<file path="config.mk">
export PLATFORM = sky130hd
export DESIGN_NAME = cib_top
export DESIGN_NICKNAME = d
export VERILOG_FILES = /design/src/hdl/cib_pkg.sv /design/src/hdl/cib_top.sv
export VERILOG_INCLUDE_DIRS = /design/src /design/src/hdl
export SDC_FILE = /design/constraint.sdc
export NUM_CORES = 2
export LEC_CHECK = 0
export BUFFER_PORTS_ARGS = -buffer_cell sky130_fd_sc_hd__buf_2
export CORE_MARGIN = 5
export CORE_UTILIZATION = 40
export DETAILED_ROUTE_END_ITERATION = 8
export MAX_ROUTING_LAYER = met4
export PLACE_DENSITY = 0.69
export SLEW_MARGIN = 20
export SYNTH_ARGS = -nofsm -noshare
export SYNTH_HDL_FRONTEND = slang
export SYNTH_SLANG_ARGS = --single-unit
</file>
<file path="constraint.sdc">
create_clock -name aclk -period 7.5 [get_ports aclk]
set_input_delay 0.75 -clock aclk [delete_from_list [all_inputs] [get_ports aclk]]
set_output_delay 0.75 -clock aclk [all_outputs]
set_load 0.02 [all_outputs]
</file>
<file path="src/hdl/cib_cfg.svh">
// Purpose: constants of the CAN interrupt code, timestamp and buffer RAM block
// Assumes: one 16-bit register per AXI word, byte address = 4 * word index
// Notes: printed offsets are halfword addresses, so the word index is (offset - base) / 2
`ifndef CIB_CFG_SVH
`define CIB_CFG_SVH

// module base and printed register offsets
`define CIB_BASE 20'hef000
`define CIB_OFS_GCR 20'hef100
`define CIB_OFS_TIM 20'hef102
`define CIB_OFS_GMX 20'hef104
`define CIB_OFS_GMB 20'hef106
`define CIB_OFS_BMX 20'hef108
`define CIB_OFS_BMB 20'hef10a
`define CIB_OFS_IEN 20'hef10c
`define CIB_OFS_IPND 20'hef10e
`define CIB_OFS_ICLR 20'hef110
`define CIB_OFS_CODE_ENABLE_VALUE 20'hef112
`define CIB_OFS_STP 20'hef114
`define CIB_OFS_EC 20'hef116
`define CIB_OFS_ED 20'hef118
`define CIB_OFS_TMR 20'hef11a

// address space: 144 words, 15 banks of 8 words, reserved bank ends at 128
`define CIB_WORDS 8'd144
`define CIB_BUFS 4'd15
`define CIB_RAM_WORDS 8'd120
`define CIB_BANK_SHIFT 3

// printed byte offsets of the words inside one buffer bank
`define CIB_BOFS_STAT 4'h0
`define CIB_BOFS_BUFFER_CAPTURE_TIME 4'h2
`define CIB_BOFS_DATD 4'h4
`define CIB_BOFS_DATC 4'h6
`define CIB_BOFS_DATB 4'h8
`define CIB_BOFS_DATA 4'ha
`define CIB_BOFS_ID0 4'hc
`define CIB_BOFS_ID1 4'he

// field positions
`define CIB_ST_BUSY_BIT 0
`define CIB_GCR_TSYNC_BIT 0
`define CIB_IPND_ERR_BIT 15
`define CIB_STP_IST_LSB 8
`define CIB_STP_IRQ_BIT 12

// reset values and answers
`define CIB_REG_RST 16'h0000
`define CIB_RESP_OKAY 2'h0
`define CIB_RESP_DECERR 2'h3

`endif

</file>
<file path="src/hdl/cib_pkg.sv">
// Purpose: types shared by the CAN interrupt code, timestamp and buffer RAM block
// Assumes: protocol engine runs on the same clock as the bus
// Notes: constants live in cib_cfg.svh
package cib_pkg;

   // one access of the protocol engine to the buffer RAM
   typedef struct packed {
      logic valid;
      logic write;
      logic [6:0] index;
      logic [15:0] wdata;
   } cib_eng_req_t;

   // frame events reported by the protocol engine, each a one-cycle pulse
   typedef struct packed {
      logic bit_tick;
      logic ack_slot;
      logic frame_ok;
      logic [3:0] frame_buf;
      logic bus_error;
   } cib_frame_evt_t;

   // configuration handed on to the protocol engine
   typedef struct packed {
      logic [15:0] global_configuration;
      logic [15:0] bit_timing_setup;
      logic [15:0] global_mask_extended;
      logic [15:0] global_mask_base;
      logic [15:0] basic_mask_extended;
      logic [15:0] basic_mask_base;
   } cib_ctl_t;

endpackage

</file>
<file path="src/hdl/cib_top.sv">
// Purpose: interrupt code encoder, bit-time timestamp counter and shared buffer RAM of a CAN controller
// Assumes: engine events are synchronous to aclk; AXI4-Lite slave, 16-bit registers in the low lanes
// Notes: buffer RAM has no reset; capture, engine and CPU share one RAM port per cycle
//
// Our own choice: the AXI4-Lite slave port.
`timescale 1ns/100ps
`default_nettype none
`include "cib_cfg.svh"

module cib_top
   import cib_pkg::*;
(
   input wire logic aclk,
   input wire logic aresetn,
   input wire logic [9:0] s_axi_awaddr,
   input wire logic s_axi_awvalid,
   output logic s_axi_awready,
   input wire logic [31:0] s_axi_wdata,
   input wire logic [3:0] s_axi_wstrb,
   input wire logic s_axi_wvalid,
   output logic s_axi_wready,
   output logic [1:0] s_axi_bresp,
   output logic s_axi_bvalid,
   input wire logic s_axi_bready,
   input wire logic [9:0] s_axi_araddr,
   input wire logic s_axi_arvalid,
   output logic s_axi_arready,
   output logic [31:0] s_axi_rdata,
   output logic [1:0] s_axi_rresp,
   output logic s_axi_rvalid,
   input wire logic s_axi_rready,
   input wire cib_eng_req_t eng_req,
   output logic eng_ready,
   output logic [15:0] eng_rdata,
   input wire cib_frame_evt_t frame_evt,
   input wire logic [14:0] buf_event,
   input wire logic [15:0] error_counters,
   input wire logic [15:0] error_diagnostic,
   output cib_ctl_t ctl,
   output logic irq_req,
   output logic [3:0] interrupt_source_code
);

   // word indices of the control registers, derived from the printed offsets
   localparam logic [7:0] IX_GCR = 8'((`CIB_OFS_GCR - `CIB_BASE) >> 1);
   localparam logic [7:0] IX_TIM = 8'((`CIB_OFS_TIM - `CIB_BASE) >> 1);
   localparam logic [7:0] IX_GMX = 8'((`CIB_OFS_GMX - `CIB_BASE) >> 1);
   localparam logic [7:0] IX_GMB = 8'((`CIB_OFS_GMB - `CIB_BASE) >> 1);
   localparam logic [7:0] IX_BMX = 8'((`CIB_OFS_BMX - `CIB_BASE) >> 1);
   localparam logic [7:0] IX_BMB = 8'((`CIB_OFS_BMB - `CIB_BASE) >> 1);
   localparam logic [7:0] IX_IEN = 8'((`CIB_OFS_IEN - `CIB_BASE) >> 1);
   localparam logic [7:0] IX_IPND = 8'((`CIB_OFS_IPND - `CIB_BASE) >> 1);
   localparam logic [7:0] IX_ICLR = 8'((`CIB_OFS_ICLR - `CIB_BASE) >> 1);
   localparam logic [7:0] IX_CODE_ENABLE_VALUE = 8'((`CIB_OFS_CODE_ENABLE_VALUE - `CIB_BASE) >> 1);
   localparam logic [7:0] IX_STP = 8'((`CIB_OFS_STP - `CIB_BASE) >> 1);
   localparam logic [7:0] IX_EC = 8'((`CIB_OFS_EC - `CIB_BASE) >> 1);
   localparam logic [7:0] IX_ED = 8'((`CIB_OFS_ED - `CIB_BASE) >> 1);
   localparam logic [7:0] IX_TMR = 8'((`CIB_OFS_TMR - `CIB_BASE) >> 1);
   localparam logic [2:0] W_STAT = 3'(`CIB_BOFS_STAT >> 1);
   localparam logic [2:0] W_BUFFER_CAPTURE_TIME = 3'(`CIB_BOFS_BUFFER_CAPTURE_TIME >> 1);

   // byte-lane merge, shared by registers and RAM
   function automatic logic [15:0] merge16(input logic [15:0] old, input logic [15:0] nw, input logic [1:0] be);
      merge16 = {be[1] ? nw[15:8] : old[15:8], be[0] ? nw[7:0] : old[7:0]};
   endfunction

   // priority code: error first, then lowest buffer, code n+1
   function automatic logic [4:0] encode(input logic [15:0] req);
      logic [4:0] r;
      r = 5'h00;
      if (req[`CIB_IPND_ERR_BIT])
         r = 5'h10;
      else
         for (int i = 14; i >= 0; i--)
            if (req[i])
               r = {1'b1, 4'(i + 1)};
      encode = r;
   endfunction

   logic [15:0] buf_ram [0:119];
   logic [15:0] gcr, tim, gmx, gmb, bmx, bmb, ien, code_enable_value, ipnd, timer, ack_sample, ts_val;
   logic [7:0] wix, rix;
   logic [15:0] wval;
   logic [1:0] wbe;
   logic aw_held, w_held, ar_held, ts_pend, busy, ram_we, sync_clr, reg_wr;
   logic [3:0] ts_buf;
   logic wr_ram, rd_ram, wr_want, rd_want, eng_go, cpu_w_go, cpu_r_go, wr_done, rd_done;
   logic [6:0] wram_ix, rram_ix;
   logic [1:0] eff_be;
   logic [15:0] set_mask, clr_mask, reg_rd;
   logic [4:0] next_code;

   assign ctl = '{gcr, tim, gmx, gmb, bmx, bmb};
   // words below 120 are buffer RAM
   assign wr_ram = wix < `CIB_RAM_WORDS;
   assign rd_ram = rix < `CIB_RAM_WORDS;
   assign wram_ix = wix[6:0];
   assign rram_ix = rix[6:0];
   assign wr_want = aw_held && w_held && !s_axi_bvalid && wr_ram;
   assign rd_want = ar_held && !s_axi_rvalid && rd_ram;
   // single RAM port, capture beats engine beats CPU
   assign eng_go = eng_req.valid && !ts_pend;
   assign eng_ready = eng_go;
   assign cpu_w_go = wr_want && !ts_pend && !eng_req.valid;
   assign cpu_r_go = rd_want && !ts_pend && !eng_req.valid && !wr_want;
   // state bit 0 marks busy bank
   assign busy = buf_ram[{wram_ix[6:3], 3'h0}][`CIB_ST_BUSY_BIT];
   assign eff_be = !busy ? wbe : (wram_ix[2:0] == W_STAT ? (wbe & 2'b01) : 2'b00);
   assign ram_we = cpu_w_go && (eff_be != 2'b00);
   // register accesses complete as soon as both halves are held
   assign wr_done = aw_held && w_held && !s_axi_bvalid && (!wr_ram || cpu_w_go);
   assign rd_done = ar_held && !s_axi_rvalid && (!rd_ram || cpu_r_go);
   assign reg_wr = wr_done && !wr_ram;
   assign s_axi_awready = !aw_held;
   assign s_axi_wready = !w_held;
   assign s_axi_arready = !ar_held;

   // write address and data are taken independently, in either order
   always_ff @(posedge aclk)
   begin
      if (!aresetn)
      begin
         aw_held <= 1'b0;
         w_held <= 1'b0;
         wix <= 8'h00;
         wval <= 16'h0000;
         wbe <= 2'b00;
      end
      else
      begin
         if (s_axi_awvalid && !aw_held)
         begin
            aw_held <= 1'b1;
            wix <= s_axi_awaddr[9:2];
         end
         else if (wr_done)
            aw_held <= 1'b0;
         if (s_axi_wvalid && !w_held)
         begin
            w_held <= 1'b1;
            wval <= s_axi_wdata[15:0];
            wbe <= s_axi_wstrb[1:0];
         end
         else if (wr_done)
            w_held <= 1'b0;
      end
   end
   // write response, DECERR above 144 words
   always_ff @(posedge aclk)
   begin
      if (!aresetn)
      begin
         s_axi_bvalid <= 1'b0;
         s_axi_bresp <= `CIB_RESP_OKAY;
      end
      else if (wr_done)
      begin
         s_axi_bvalid <= 1'b1;
         s_axi_bresp <= (wix >= `CIB_WORDS) ? `CIB_RESP_DECERR : `CIB_RESP_OKAY;
      end
      else if (s_axi_bready)
         s_axi_bvalid <= 1'b0;
   end

   // register read mux; reserved words and the clear register read zero
   always_comb
   begin
      case (rix)
         IX_GCR: reg_rd = gcr;
         IX_TIM: reg_rd = tim;
         IX_GMX: reg_rd = gmx;
         IX_GMB: reg_rd = gmb;
         IX_BMX: reg_rd = bmx;
         IX_BMB: reg_rd = bmb;
         IX_IEN: reg_rd = ien;
         IX_IPND: reg_rd = ipnd;
         IX_CODE_ENABLE_VALUE: reg_rd = code_enable_value;
         // code and flag visible in the status word
         IX_STP: reg_rd = 16'({irq_req, interrupt_source_code}) << `CIB_STP_IST_LSB;
         IX_EC: reg_rd = error_counters;
         IX_ED: reg_rd = error_diagnostic;
         IX_TMR: reg_rd = timer;
         default: reg_rd = 16'h0000;
      endcase
   end

   // read channel; RAM reads wait for their slot on the shared port
   always_ff @(posedge aclk)
   begin
      if (!aresetn)
      begin
         ar_held <= 1'b0;
         rix <= 8'h00;
         s_axi_rvalid <= 1'b0;
         s_axi_rdata <= 32'h0000_0000;
         s_axi_rresp <= `CIB_RESP_OKAY;
      end
      else
      begin
         if (s_axi_arvalid && !ar_held)
         begin
            ar_held <= 1'b1;
            rix <= s_axi_araddr[9:2];
         end
         else if (rd_done)
            ar_held <= 1'b0;
         if (rd_done)
         begin
            s_axi_rvalid <= 1'b1;
            s_axi_rdata <= {16'h0000, rd_ram ? buf_ram[rram_ix] : reg_rd};
            s_axi_rresp <= (rix >= `CIB_WORDS) ? `CIB_RESP_DECERR : `CIB_RESP_OKAY;
         end
         else if (s_axi_rready)
            s_axi_rvalid <= 1'b0;
      end
   end
   // bank n word w at 8n+w; timestamp word 1
   always_ff @(posedge aclk)
   begin
      if (ts_pend)
         buf_ram[{ts_buf, W_BUFFER_CAPTURE_TIME}] <= ts_val;
      else if (eng_go && eng_req.write)
         buf_ram[eng_req.index] <= eng_req.wdata;
      else if (ram_we)
         buf_ram[wram_ix] <= merge16(buf_ram[wram_ix], wval, eff_be);
   end

   // engine read data, one cycle after the grant
   always_ff @(posedge aclk)
   begin
      if (!aresetn)
         eng_rdata <= 16'h0000;
      else if (eng_go && !eng_req.write)
         eng_rdata <= buf_ram[eng_req.index];
   end

   // control registers, byte-lane writes; read-only words ignore writes
   always_ff @(posedge aclk)
   begin
      if (!aresetn)
      begin
         gcr <= `CIB_REG_RST;
         tim <= `CIB_REG_RST;
         gmx <= `CIB_REG_RST;
         gmb <= `CIB_REG_RST;
         bmx <= `CIB_REG_RST;
         bmb <= `CIB_REG_RST;
         ien <= `CIB_REG_RST;
         code_enable_value <= `CIB_REG_RST;
      end
      else if (reg_wr)
      begin
         case (wix)
            IX_GCR: gcr <= merge16(gcr, wval, wbe);
            IX_TIM: tim <= merge16(tim, wval, wbe);
            IX_GMX: gmx <= merge16(gmx, wval, wbe);
            IX_GMB: gmb <= merge16(gmb, wval, wbe);
            IX_BMX: bmx <= merge16(bmx, wval, wbe);
            IX_BMB: bmb <= merge16(bmb, wval, wbe);
            // enable bits per buffer and for errors
            IX_IEN: ien <= merge16(ien, wval, wbe);
            IX_CODE_ENABLE_VALUE: code_enable_value <= merge16(code_enable_value, wval, wbe);
            default: ;
         endcase
      end
   end

   // engine buffer events and bus errors, gated by the enables
   assign set_mask = {frame_evt.bus_error, buf_event} & ien;
   // ones written to the clear word, respecting byte lanes
   assign clr_mask = (reg_wr && wix == IX_ICLR) ? merge16(16'h0000, wval, wbe) : 16'h0000;
   // a set in the same cycle as a clear wins
   // no other write path reaches the pending flags
   always_ff @(posedge aclk)
   begin
      if (!aresetn)
         ipnd <= `CIB_REG_RST;
      else
         ipnd <= (ipnd & ~clr_mask) | set_mask;
   end
   assign next_code = encode(ipnd & code_enable_value);
   // flag and code from flip-flops, one cycle behind the flags
   always_ff @(posedge aclk)
   begin
      if (!aresetn)
      begin
         irq_req <= 1'b0;
         interrupt_source_code <= 4'h0;
      end
      else
      begin
         irq_req <= next_code[4];
         interrupt_source_code <= next_code[3:0];
      end
   end

   // buffer 0 frame with sync on zeroes the counter
   // sync only when the configuration bit is set
   assign sync_clr = frame_evt.frame_ok && frame_evt.frame_buf == 4'h0 && gcr[`CIB_GCR_TSYNC_BIT];

   // free-running count of bit times, wraps at 16 bits
   always_ff @(posedge aclk)
   begin
      if (!aresetn)
         timer <= `CIB_REG_RST;
      else if (sync_clr)
         timer <= 16'h0000;
      else if (frame_evt.bit_tick)
         timer <= timer + 16'h0001;
   end

   // sample at the ack slot, write the bank once the frame succeeds
   // the capture takes the RAM port next cycle, so engine and CPU stall one cycle
   always_ff @(posedge aclk)
   begin
      if (!aresetn)
      begin
         ack_sample <= 16'h0000;
         ts_pend <= 1'b0;
         ts_buf <= 4'h0;
         ts_val <= 16'h0000;
      end
      else
      begin
         if (frame_evt.ack_slot)
            ack_sample <= timer;
         ts_pend <= frame_evt.frame_ok && frame_evt.frame_buf < `CIB_BUFS;
         if (frame_evt.frame_ok)
         begin
            ts_buf <= frame_evt.frame_buf;
            ts_val <= ack_sample;
         end
      end
   end

   // checks
   code_err_a: assert property (@(posedge aclk) disable iff (!aresetn)
      ipnd[`CIB_IPND_ERR_BIT] && code_enable_value[`CIB_IPND_ERR_BIT] |=> irq_req && interrupt_source_code == 4'h0)
      else $error("error request not coded first");
   code_none_a: assert property (@(posedge aclk) disable iff (!aresetn)
      (ipnd & code_enable_value) == 16'h0000 |=> !irq_req && interrupt_source_code == 4'h0)
      else $error("code present without request");
   code_buf_a: assert property (@(posedge aclk) disable iff (!aresetn)
      (ipnd & code_enable_value) == 16'h0001 |=> irq_req && interrupt_source_code == 4'h1)
      else $error("buffer 0 not coded as one");
   flag_set_a: assert property (@(posedge aclk) disable iff (!aresetn)
      set_mask != 16'h0000 |=> (ipnd & $past(set_mask)) == $past(set_mask))
      else $error("pending flag not set");
   flag_clear_a: assert property (@(posedge aclk) disable iff (!aresetn)
      (clr_mask & ~set_mask) != 16'h0000 |=> (ipnd & $past(clr_mask & ~set_mask)) == 16'h0000)
      else $error("pending flag not cleared");
   tick_count_a: assert property (@(posedge aclk) disable iff (!aresetn)
      frame_evt.bit_tick && !sync_clr |=> timer == $past(timer) + 16'h0001)
      else $error("counter missed a bit time");
   sync_zero_a: assert property (@(posedge aclk) disable iff (!aresetn)
      sync_clr |=> timer == 16'h0000 && ts_pend && ts_buf == 4'h0)
      else $error("sync did not zero counter");
   ram_stall_a: assert property (@(posedge aclk) disable iff (!aresetn)
      ts_pend |-> !eng_ready && !cpu_w_go && !cpu_r_go)
      else $error("RAM port granted twice");
   busy_guard_a: assert property (@(posedge aclk) disable iff (!aresetn)
      cpu_w_go && busy && wram_ix[2:0] != W_STAT |=> buf_ram[$past(wram_ix)] == $past(buf_ram[wram_ix]))
      else $error("write reached busy buffer");
   reg_nowait_a: assert property (@(posedge aclk) disable iff (!aresetn)
      aw_held && w_held && !s_axi_bvalid && !wr_ram |=> s_axi_bvalid)
      else $error("register write stalled");

endmodule // cib_top
`default_nettype wire

</file>
==> results.py <==
metrics = {
    "worst_setup_path": {
        "ff2ff_path_depth": 7,
        "critical_path_required_ns": 7.99,
        "setup.worst_path.end_class": "flop",
        "cp-start-kind": "flop",
        "maximum_net_fanout_on_the_critical_path": 16,
        "reg2reg_setup_slack_ns": 1.89,
        "critical_path_arrival_ns": 6.10,
        "timing.rr.end": "buf_ram[65][6]",
        "startpoint_to_endpoint_class_of_the_critical_path": "flop to flop",
    },
    "global_route": {
        "antenna_violations_before_repair": 31,
        "gr-usage-all-layers": 0.266,
        "gr-total-overflow": 0,
        "grt_pass1_wl_mm": 493,
        "first_global_vias": 63700,
        "grt_max_degree": 237,
    },
    "placed_design": {
        "gp_congestion": 0.983,
        "post-dp-hpwl_mm": 237,
        "post-place-cells": 9376,
        "post-place-ws_ns": 2.25,
        "port_buffers": 263,
    },
    "detailed_routing": {
        "firstDrtPassIters": 6,
        "drt_iter0_drc": 10600,
        "detail-route-antenna-nets": 0,
        "post_drt_via_cell_ratio": 6.64,
        "routedWlPerCell_microns": 35.8,
        "number_of_vias_after_detailed_routing": 65300,
        "drt_drc_violations_left": 0,
        "routed_wirelength_mm": 352,
    },
    "sta": {
        "tightestPinTransition_ns": 1.29,
        "finalMaxSlewViolations": 0,
        "skew_final_ns": 0.0339,
        "hold_violations": 0,
        "worst_hold_slack_ns": 0.126,
        "layout_min_cycle_time_ns": 5.61,
        "timing.slew.headroom": 0.138,
        "finalCritPeriodShare": 0.748,
        "clock.fmax_mhz": 178,
        "grt_setup_unrepaired": "no",
        "setup-violations-final": 0,
        "finalWorstSetupSlack_ns": 1.89,
    },
    "power_and_ir_drop": {
        "worst_ir_drop_vdd_mv": 0.236,
        "static-leakage-power_nw": 35.7,
        "power_per_cell_area_nw_per_um2": 235,
        "p_total_mw": 27.2,
    },
    "layout": {
        "areaGrowthSynthToFinish_pct": 12.7,
        "filler_cell_count": 21700,
        "drive_gt1_frac": 0.295,
        "final_nets": 6364,
        "post-route-util": 0.452,
        "fin_cells": 9831,
    },
    "hold_path": {
        "worstHoldPathCells": 3,
        "timing.hold.worst.class": "primary input to flop",
        "min_delay_worst_endpoint": "wval[4]",
        "hold_start": "s_axi_wdata[4]",
    },
    "synth": {
        "yosys-top-cells-count": "1,920 x sky130_fd_sc_hd__edfxtp_1, 997 x sky130_fd_sc_hd__mux4_2, 363 x sky130_fd_sc_hd__nor2_1, 317 x sky130_fd_sc_hd__mux2i_1, 286 x sky130_fd_sc_hd__dfxtp_1",
        "post_synth_xor_area_fraction": 0.00102,
        "async_flop_share": 0,
        "synthCells": 6033,
        "synth_area_leaders": "sky130_fd_sc_hd__edfxtp_1 56%, sky130_fd_sc_hd__mux4_2 22%, sky130_fd_sc_hd__dfxtp_1 5.6%",
        "muxShareOfSynthArea": 0.252,
        "yosys_most_used_dff": "sky130_fd_sc_hd__edfxtp_1",
        "synth_enable_flop_cells": 1920,
        "ys_ff_latch": 2206,
        "synth.most_common_cell": "sky130_fd_sc_hd__edfxtp_1",
        "yosysSeqAreaShare": 0.616,
        "adder_cell_share_of_the_synthesized_area": 0.000122,
        "synth_simple_gate_area_frac": 0.0531,
        "synth_top_family_by_area": "multiplexers",
        "synth_compound_area_frac": 0.0551,
        "netlist-cell-type-count": 87,
        "synth_area_sq_um": 103000,
        "synth-warning-count": 0,
        "synthDominantCellAreaShare": 0.560,
        "synthDominantAreaCellType": "sky130_fd_sc_hd__edfxtp_1",
        "avgSynthCellArea_sq_um": 17.1,
    },
    "cts": {
        "cts_htree_levels": 4,
        "clock_latency_ns": 0.90,
        "postCtsResizedCells": 0,
        "cts_tree": "done",
        "cts_sinks": 2206,
        "cts-hold-fix-buffers": 0,
        "postCtsSetupRepairBufs": 0,
        "clk_path_buf_depth": 3,
        "worst_path_clk_slew_ns": 0.06,
        "cts_buffers": 221,
        "cts_root_buffer": "sky130_fd_sc_hd__clkbuf_16",
    },
    "floorplanning": {
        "fp.coreArea_sq_um": 256000,
        "floorplan.io_pins": 302,
        "rows": 186,
        "die_height_microns": 517,
        "die_width_microns": 517,
        "initial_utilization": 0.401,
        "design.die.area_sq_um": 267000,
    },
    "outcome": {
        "outcome": "complete, no violations",
    },
    "flow_run": {
        "drv.max_cap_violation_count": 0,
    },
}
## power breakdown
group          leakage, nW  switching [mW]  total, mW  internal [mW]
clock network         3.57            4.93       11.2           6.29
registers             19.6           0.130       13.5           13.4
logic                 12.5            1.62       2.51          0.894
## worst max-delay path, stage by stage, from the launching register on
cell	delay [ns]
sky130_fd_sc_hd__dfxtp_1	0.58
sky130_fd_sc_hd__mux4_1	0.65
sky130_fd_sc_hd__mux2i_1	0.82
sky130_fd_sc_hd__or3_1	0.28
sky130_fd_sc_hd__o311a_1	0.64
sky130_fd_sc_hd__a211o_1	0.31
sky130_fd_sc_hd__nand3_2	0.78
sky130_fd_sc_hd__nor2_1	1.15
## metrics by stage
step           TNS (ns)  area [sq um]
2_1_floorplan   -310.71        103000
3_3_place_gp          0        108000
3_5_place_dp          0        108000
4_1_cts               0        116000
5_1_grt               0        116000
6_report              0        116000
## layout by cell type, fill, tap and decap left out, drive strengths merged, types with 11 or more instances in the layout
master      n
nand3     101
diode      30
mux2       28
o311ai     11
edfxtp   1920
bufinv     19
and2       14
or3        12
nor3       72
nor4       23
o221ai     16
inv        42
buf       437
a22o       13
clkbuf    291
nand2b     20
mux2i     317
clkinv     95
nand4      21
and3       17
o211ai     22
dfxtp     286
a211oi     32
a21oi     109
a21boi     78
mux4      998
a2111oi    18
nor2      363
nand2     282
conb       16
o22ai      77
a31oi      36
nor2b     197
o21ai     116
a22oi     186
## flip-flops by register name (all words and copies together), names as in the netlist, 8 cells and up, named ones only
name,flops
buf_ram,1920
ack_sample,16
bmb,16
bmx,16
code_enable_value,16
eng_rdata,16
gcr,16
gmb,16
gmx,16
ien,16
ipnd,16
s_axi_rdata,16
tim,16
timer,16
ts_val,16
wval,16
rix,8
wix,8
## metal layers
| metal | up-vias | part of all wire | track usage |
|---|---|---|---|
| met1 | 33800 | 0.35 | 0.340 |
| met3 | 862 | 0.14 | 0.0736 |
| met5 | - | 0 | - |
| met2 | 5244 | 0.45 | 0.398 |
| li1 | 25400 | - | - |
| met4 | 0 | 0.056 | 0.120 |
## cell families (layout without fill, tap and decap cells)
family                   Yosys count  after routing
adder cells (fa/ha/maj)            1              1
flip-flops                      2206           2206
multiplexers                    1343           1343
AND/OR/NAND/NOR                 1149           1149
AO/OA/AOI/OAI                    802            802
XOR/XNOR                          12             12
buffers and inverters            519            888
other                              1             46
## layout make-up
class                           count  area, sq um  area share
Inverter                           31          118     0.00101
Antenna cell                       30         75.1    0.000648
Clock buffer                      291         5980      0.0516
Sequential cell                  2206        63400       0.547
Tap cell                         3384         4230      0.0365
Multi-Input combinational cell   3323        37700       0.325
Clock inverter                    129         1320      0.0113
Timing Repair Buffer              437         3080      0.0266
## how the worst max path moves through the flow
stage,startpoint,end,cells after the start
2_1_floorplan,eng_req[24],buf_ram[0][0],6
3_3_place_gp,flop,buf_ram[84][7],7
3_5_place_dp,flop,buf_ram[65][1],7
4_1_cts,flop,buf_ram[65][6],7
5_1_grt,flop,buf_ram[84][7],7
6_report,flop,buf_ram[65][6],7
No activity file was read; power rests on OpenSTA's default activity.
